<file path="src/akd_pkg.sv">
// constants shared by the analog key decoder and its decode stage
// assumes 8-bit conversion results and a 5-bit key code space
package akd_pkg;
    // ************************************************************
    // widths
    // ************************************************************
    localparam int unsigned SAMPLE_W   = 8;
    localparam int unsigned KEY_CODE_W = 5;

    // ************************************************************
    // decode constants
    // ************************************************************
    localparam logic [KEY_CODE_W-1:0] NO_KEY_CODE  = 5'h10;
    localparam logic [SAMPLE_W-1:0]   ROUND_OFFSET = 8'h08;
    localparam int unsigned           STEP_LSB     = 4;

    // ************************************************************
    // debounce constants and reset values
    // ************************************************************
    localparam int unsigned DEBOUNCE_COUNT_INIT = 5;
    localparam logic        KEY_CHANGED_RESET   = 1'b0;
    localparam logic        DEBOUNCE_DONE_RESET = 1'b0;
endpackage

</file>
<file path="src/akd_debounce.sv">
// analog key decoder with five-sample debounce and sticky change flag
// assumes strobe and clear come from logic on i_clk, one cycle wide
`timescale 1ns/1ps
`default_nettype none
module akd_debounce #(
    parameter int unsigned DEBOUNCE_COUNT = akd_pkg::DEBOUNCE_COUNT_INIT
) (
    input  wire logic                           i_clk,
    input  wire logic                           i_rst,
    input  wire logic                           i_ce,
    input  wire logic                           i_sample_strobe,
    input  wire logic [akd_pkg::SAMPLE_W-1:0]   i_conversion_result,
    input  wire logic                           i_key_changed_clear,
    output logic      [akd_pkg::KEY_CODE_W-1:0] o_stable_key_code,
    output logic      [akd_pkg::KEY_CODE_W-1:0] o_previous_key_code,
    output logic                                o_key_changed_flag,
    output logic                                o_debounce_done_flag
);
    // ************************************************************
    // parameter check
    // ************************************************************
    localparam int unsigned CNT_W = $clog2(DEBOUNCE_COUNT + 1);
    localparam logic [CNT_W-1:0] CNT_INIT   = CNT_W'(DEBOUNCE_COUNT);
    localparam logic [CNT_W-1:0] CNT_RELOAD = CNT_W'(DEBOUNCE_COUNT - 1);
    localparam logic [CNT_W-1:0] CNT_ONE    = CNT_W'(1);

    // a count of one would reload to zero and wrap before it settles
    if (DEBOUNCE_COUNT < 2) begin : g_bad_count
        $error("DEBOUNCE_COUNT must be at least 2");
    end

    // ************************************************************
    // state
    // ************************************************************
    logic [akd_pkg::KEY_CODE_W-1:0] stable_key_code;
    logic [akd_pkg::KEY_CODE_W-1:0] previous_key_code;
    logic [CNT_W-1:0]               debounce_counter;
    logic                           debounce_done_flag;
    logic                           key_changed_flag;

    logic [akd_pkg::KEY_CODE_W-1:0] next_stable_key_code;
    logic [akd_pkg::KEY_CODE_W-1:0] next_previous_key_code;
    logic [CNT_W-1:0]               next_debounce_counter;
    logic                           next_debounce_done_flag;
    logic                           next_key_changed_flag;

    // ************************************************************
    // decode
    // ************************************************************
    logic [akd_pkg::KEY_CODE_W-1:0] decoded;

    akd_key_decode u_decode (
        .i_conversion_result (i_conversion_result),
        .o_key_code          (decoded)
    );

    // ************************************************************
    // sample qualification
    // ************************************************************
    logic take;
    logic same_code;
    logic counting;
    logic settling;
    logic key_moved;
    logic set_changed;

    assign take      = i_ce & i_sample_strobe;
    assign same_code = (decoded == previous_key_code);
    assign counting  = take & same_code & ~debounce_done_flag;
    // last equal sample of the run; counter at one goes to zero
    assign settling  = counting & (debounce_counter == CNT_ONE);
    assign key_moved = (previous_key_code != stable_key_code);
    assign set_changed = settling & key_moved;

    // ************************************************************
    // next values
    // ************************************************************
    assign next_previous_key_code = (take & ~same_code) ? decoded
                                  : previous_key_code;

    assign next_debounce_counter =
        (take & ~same_code) ? CNT_RELOAD
      : counting            ? debounce_counter - CNT_ONE
      :                       debounce_counter;

    assign next_debounce_done_flag =
        (take & ~same_code) ? 1'b0
      : settling            ? 1'b1
      :                       debounce_done_flag;

    assign next_stable_key_code = set_changed ? previous_key_code
                                : stable_key_code;

    // set wins over a clear in the same cycle; no self clear
    assign next_key_changed_flag =
        set_changed ? 1'b1
      : (i_ce & i_key_changed_clear) ? 1'b0
      : key_changed_flag;

    // ************************************************************
    // registers
    // ************************************************************
    always_ff @(posedge i_clk) begin
        if (i_rst) begin
            stable_key_code    <= akd_pkg::NO_KEY_CODE;
            previous_key_code  <= akd_pkg::NO_KEY_CODE;
            debounce_counter   <= CNT_INIT;
            debounce_done_flag <= akd_pkg::DEBOUNCE_DONE_RESET;
            key_changed_flag   <= akd_pkg::KEY_CHANGED_RESET;
        end else if (i_ce) begin
            stable_key_code    <= next_stable_key_code;
            previous_key_code  <= next_previous_key_code;
            debounce_counter   <= next_debounce_counter;
            debounce_done_flag <= next_debounce_done_flag;
            key_changed_flag   <= next_key_changed_flag;
        end
    end

    assign o_stable_key_code    = stable_key_code;
    assign o_previous_key_code  = previous_key_code;
    assign o_key_changed_flag   = key_changed_flag;
    assign o_debounce_done_flag = debounce_done_flag;

    logic [CNT_W-1:0] cnt_less;
    assign cnt_less = debounce_counter - CNT_ONE;

    // independent run length of equal samples, saturating at the count
    logic [CNT_W-1:0] run_len;

    always_ff @(posedge i_clk) begin
        if (i_rst) begin
            run_len <= '0;
        end else if (take & ~same_code) begin
            run_len <= CNT_ONE;
        end else if (take & (run_len != CNT_INIT)) begin
            run_len <= run_len + CNT_ONE;
        end
    end
endmodule // akd_debounce
`default_nettype wire

</file>
<file path="src/akd_key_decode.sv">
// decode stage: one conversion result to one key code
// assumes the caller samples the code on its own strobe
`timescale 1ns/1ps
`default_nettype none
module akd_key_decode (
    input  wire logic [akd_pkg::SAMPLE_W-1:0]   i_conversion_result,
    output logic      [akd_pkg::KEY_CODE_W-1:0] o_key_code
);
    // ************************************************************
    // rounding add and step select
    // ************************************************************
    logic [akd_pkg::SAMPLE_W:0]           rounded;
    logic                                 overflow;
    logic [akd_pkg::KEY_CODE_W-2:0]       step;

    // half-step offset centres each key's window on its level
    assign rounded  = {1'b0, i_conversion_result}
                    + {1'b0, akd_pkg::ROUND_OFFSET};
    assign overflow = rounded[akd_pkg::SAMPLE_W];
    // sixteen equal steps, code is the upper nibble
    assign step     = rounded[akd_pkg::SAMPLE_W-1:akd_pkg::STEP_LSB];
    // near-supply input wraps past full scale and reads as no key
    assign o_key_code = overflow ? akd_pkg::NO_KEY_CODE
                                 : {1'b0, step};
endmodule // akd_key_decode
`default_nettype wire

</file>
<file path="config.mk">
export PLATFORM = sky130hd
export DESIGN_NAME = akd_debounce
export DESIGN_NICKNAME = d
export VERILOG_FILES = /design/src/akd_pkg.sv /design/src/akd_debounce.sv /design/src/akd_key_decode.sv
export SDC_FILE = /design/constraint.sdc
export NUM_CORES = 1
export LEC_CHECK = 0
export BUFFER_PORTS_ARGS = -buffer_cell sky130_fd_sc_hd__buf_4
export CAP_MARGIN = 20
export CORE_UTILIZATION = 45
export CTS_CLUSTER_SIZE = 14
export DETAILED_ROUTE_END_ITERATION = 8
export GPL_TIMING_DRIVEN = 0
export MAX_ROUTING_LAYER = met4
export PLACE_DENSITY = 0.76
export SLEW_MARGIN = 20
export SYNTH_ARGS = -nofsm -noshare
export SYNTH_HDL_FRONTEND = slang
export SYNTH_SLANG_ARGS = --single-unit
</file>
<file path="constraint.sdc">
create_clock -name i_clk -period 2.37 [get_ports i_clk]
set_input_delay 0.237 -clock i_clk [delete_from_list [all_inputs] [get_ports i_clk]]
set_output_delay 0.237 -clock i_clk [all_outputs]
set_load 0.01 [all_outputs]
</file>
Yosys cells after proc, flatten, opt, wreduce, memory -nomap -nowiden:

Index checks and enable logic that the tools add are counted.

* register bits after elaboration: 15
* input port bits: 13
* output and inout port bits: 12
* logic and storage cells: 34

* $add $sub $neg: 2
* eq/ne operators: 3
* multiplexer cells: 7
* bitwise logic cells: 9
* reductions and logical operators: 8

Operators with widths (count)
* AND reduction 2 bit: 5
* adder 8 x 4 -> 9 bit (second input constant): 1
* AND 1 bit: 7
* two-way mux 3 bit: 2
* nonzero test 2 bit: 3
* == test 5 bit: 1
* two-way mux 5 bit: 1
* inequality test 5 bit: 1
* two-way mux 1 bit: 4
* == test 3 x 1 -> 1 bit (second input constant): 1
* subtractor 3 x 1 -> 3 bit (second input constant): 1
* inverter 1 bit: 2

Depth between registers and ports, before layout:

* depth in word-level cells: 9
* depth in mapped cells: 7
* gate-level depth less buffers: 6

Cells and area by module:

From an unflattened synthesis, not the netlist that was laid out.

* cell total of the unflattened synthesis: 109
* area, all modules: 928.4 um^2

By module, submodules not included
* akd_debounce: instances 1, cells each 95, area each 825.8 um^2, sequential area each 300.3 um^2
* akd_key_decode: instances 1, cells each 14, area each 102.6 um^2, sequential area each 0.0 um^2

Worst setup path before layout:

OpenSTA, ideal clock, no wires.

* path kind: input-to-reg
* start point: in i_conversion_result[3] (netlist bit)
* end point: reg debounce_counter[2]
* setup time: 0.127 ns
* data arrival time: 1.718 ns
* data required time: 2.243 ns
* slack: 0.525 ns
* cell stages on the path: 6
* buffers on the path: 0
* cells stage by stage: ha_1 > and4b_1 > a311oi_2 > xor2_2 > a31oi_4 > or3_1

* word-level cells in the longest chain between the ends: 7
* elaborated cells between the ends (all ways): 10
* classes of those cells: add/sub (1); eq/ne (1); mux (2); bitwise (4); reduce/logical (2)

RTL lines
* start, declared: line akd_debounce.sv:12 `input wire logic [akd_pkg::SAMPLE_W-1:0] i_conversion_result,`
* adder 8 x 4 -> 9 bit (*): line akd_key_decode.sv:18 `+ {1'b0, akd_pkg::ROUND_OFFSET};`
* two-way mux 5 bit (*): line akd_key_decode.sv:23 `assign o_key_code = overflow ? akd_pkg::NO_KEY_CODE`
* == test 5 bit (*): line akd_debounce.sv:68 `assign same_code = (decoded == previous_key_code);`
* AND 1 bit / inverter 1 bit (equally long branches)
* AND 1 bit (on tied branches)
* nonzero test 2 bit (no line)
* AND reduction 2 bit (no line)
* end signal, assigned: line akd_debounce.sv:113 `debounce_counter <= next_debounce_counter;`
* end, declared: line akd_debounce.sv:37 `logic [CNT_W-1:0] debounce_counter;`

Every way passes the cells marked *; elsewhere a longest branch is shown, timed or not.
A chain may end at the register's enable or synchronous reset.

Final worst setup path:

* start point: reg previous_key_code (netlist bit o_previous_key_code[1])
* end point: reg debounce_counter[2]

* word-level cells in the longest chain between the ends: 5
* elaborated cells between the ends (all ways): 8
* classes of those cells: eq/ne (1); mux (1); bitwise (4); reduce/logical (2)

RTL lines
* start, declared: line akd_debounce.sv:36 `logic [akd_pkg::KEY_CODE_W-1:0] previous_key_code;`
* start signal, assigned: line akd_debounce.sv:106 `previous_key_code <= akd_pkg::NO_KEY_CODE;`
* start signal, assigned: line akd_debounce.sv:112 `previous_key_code <= next_previous_key_code;`
* == test 5 bit (*): line akd_debounce.sv:68
* AND 1 bit / inverter 1 bit (equally long branches)
* AND 1 bit (on tied branches)
* nonzero test 2 bit (no line)
* AND reduction 2 bit (no line)

Marked as above.

==> impl_metrics.yaml <==
cts:
  clock_sinks: 15
  h-tree-depth: 1
  clk_pin_slew_ns: 0.09
  ctsHoldBuffers: 0
  cts_made_buffers: 3
  clk-insertion-delay-late_ns: 0.29
  cts_tree: "done"
  post-cts-setup-buffer-count: 0
  cts_resized: 0
  clock_path_buffers: 2
  clockRootBuffer: "clkbuf_4"
finish:
  antennaDiodeCount: 0
  multi_input_area_um2: 599
  final_cells: 149
  area.growth.synth_to_final_pct: 22.3
  layout_common_cells: "buf_4, dfxtp_1, nand2b_1, mux2i_1"
  final_common_cell: "buf_4"
  num-fill-cells: 206
  nNetsFinal: 139
  seqCellArea_um2: 300
  drive_gt1_share_pct: 26.2
global_routing:
  grt_pass1_wl_um: 3040
  grt.overflow.total: 0
  grtUsageTotal_pct: 20.5
  grt_pass1_vias: 740
  grt_max_degree: 11
  antenna_found_initial: 0
yosys:
  synth_cell_type_count: 35
  synth_area_leaders: "dfxtp_1, mux2i_1, nand2b_1, xnor2_1, xor2_1"
  seq_area_frac_synth_pct: 31.8
  yosys.area_share.xor_xnor_pct: 11.9
  synth-compound-area-share_pct: 19.2
  synth.area.mux_share_pct: 7.42
  synth_top_family_by_area: "simple AND/OR/NAND/NOR gates"
  yosys_most_used_dff: "dfxtp_1"
  ys_seq_elements: 15
  synth_nets: 114
  synth_edf_count: 0
  syn_area_um2: 945
  async_reset_ff_share_pct: 0
  synth_fa_ha_area_share_pct: 3.97
  yosysWarnings: 0
  synth-simple-area-share_pct: 20.9
  synth_top_area_share_pct: 31.8
  syn_inst: 98
  synth_top_area_cell: "dfxtp_1"
  avgSynthCellArea_um2: 9.64
die:
  rows: 16
  die_area_um2: 2290
  fp.dieW_um: 47.8
  start_util_pct: 48.2
  design.portCount: 25
  core_area_um2: 1960
  die_h_um: 47.8
sta:
  worstMarginPinSlew_ns: 0.473
  hold_violations: 0
  fin_crit_ns: 2.00
  fmax_mhz: 501
  drv_slew: 0
  fin_crit_sh_pct: 84.2
  setup_viol: 0
  skew_ns: 0.00496
  relSlewSlack_pct: 68.5
  rsz0062_at_grt: "false"
  setup_tns_ns: 0
min_path:
  hp-start: "i_rst"
  whs_path_depth: 3
  hold_class: "in2reg"
  hold_end: "o_stable_key_code[0]"
setup_path:
  critPathArrivalTime_ns: 2.17
  regToRegEndpoint: "debounce_counter[2]"
  worstPathMaxFanout: 6
  regToRegSetupSlack_ns: 0.37
  r2r_cells: 5
  r2r_start: "o_previous_key_code[1]"
  critPathLaunchType: "flop"
  cp_data_required_time_ns: 2.54
  cp-end-kind: "flop"
  critical_path_class: "reg2reg"
place:
  io_buffers: 20
  hpwl_um: 1540
  dp_cells: 145
  gp_congestion: 0.809
drt:
  via_per_inst: 5.26
  wl_per_cell_um: 13.2
  vias: 784
  drc_errors: 0
  dr.pass1.iters: 2
  routed_wl_um: 1960
  ant_nets: 0
  first_iter_violations: 4
power_and_ir_drop:
  pwr-share-clk_pct: 28.1
  switching_share_pct: 29.2
  p_total_mw: 0.535
  p_leak_nw: 0.470
  intPower_mw: 0.378
  p_seq_share_pct: 50.9
  power_density_nw_per_um2: 463
  p_comb_share_pct: 20.9
  ir_drop_v: 0.000310
  p_switching_mw: 0.156
job:
  cap_violations: 0
outcome:
  status: "finished, final reports clean"
-- final cells by class --
class | count | share of cell area [%]
Clock buffer | 4 | 2.28
Multi-Input combinational cell | 74 | 51.9
Buffer | 4 | 2.28
Inverter | 5 | 1.63
Sequential cell | 15 | 26.0
Tap cell | 27 | 2.93
Timing Repair Buffer | 20 | 13.0
-- through the flow --
| stage | hold slack [ns] | utilization [%] | area (µm²) | setup WS [ns] |
|---|---|---|---|---|
| after floorplan | 0.443 | - | 945 | 0.525 |
| after detailed placement | 0.503 | 57.5 | 1130 | 0.207 |
| after global routing | 0.270 | 58.9 | 1150 | 0.240 |
| final | 0.264 | 58.9 | 1150 | 0.374 |
| after global placement | 0.486 | 57.5 | 1130 | 0.284 |
| after CTS | 0.261 | 58.9 | 1150 | 0.368 |
-- state kept, by name, indices dropped and copies added (netlist names) --
name and cells:
o_debounce_done_flag 1, o_key_changed_flag 1, debounce_counter 3, o_previous_key_code 5, o_stable_key_code 5
-- synth_stat cells, types with 2 or more instances --
library cell / n
a21oi_1: 2
nand2_1: 4
nand2b_1: 11
a211oi_1: 3
o21ai_0: 2
xor2_1: 5
nor2_1: 6
clkbuf_1: 2
a21boi_0: 2
dfxtp_1: 15
nand3_1: 3
inv_1: 5
xnor2_1: 6
ha_1: 3
nand4_1: 3
mux2i_1: 7
-- cell families after synthesis --
group | Yosys count
xor+xnor | 12
fa+ha+maj | 3
mux | 7
flops | 15
buf+inv | 9
compound gates | 18
simple gates | 34
-- power by group through the flow --
stage | Sequential, mW | Clock (mW) | Combinational, mW
3_3_place_gp | 0.278 | 0 | 0.108
6_report | 0.272 | 0.151 | 0.112
3_5_place_dp | 0.278 | 0 | 0.112
5_1_grt | 0.274 | 0.163 | 0.122
4_1_cts | 0.273 | 0.155 | 0.112
2_1_floorplan | 0.279 | 0 | 0.0715
-- routing by layer --
layer	vias to the layer above	part of all wire, %	global-route usage, %
li1	394	-	-
met1	364	43	21.8
met2	20	51	34.9
met3	6	3.0	2.26
met4	0	3.0	14.4
met5	-	0	-
-- worst max-delay path: stages, from the launching register on --
cell and delay (ns):
dfxtp_1 0.46, nor2_1 0.08, o211a_1 0.24, a2111oi_4 0.49, a31oi_4 0.22, or3_1 0.39
-- how the worst max path moves through the flow --
stage / startpoint / to / cells after the start
after floorplan: i_conversion_result[3] / debounce_counter[2] / 6
after global placement: i_conversion_result[3] / debounce_counter[2] / 7
after detailed placement: i_conversion_result[3] / debounce_counter[2] / 7
after CTS: o_previous_key_code[1] / debounce_counter[2] / 5
after global routing: o_previous_key_code[1] / debounce_counter[2] / 5
final: o_previous_key_code[1] / debounce_counter[2] / 5
(Power assumes the default switching activity.)
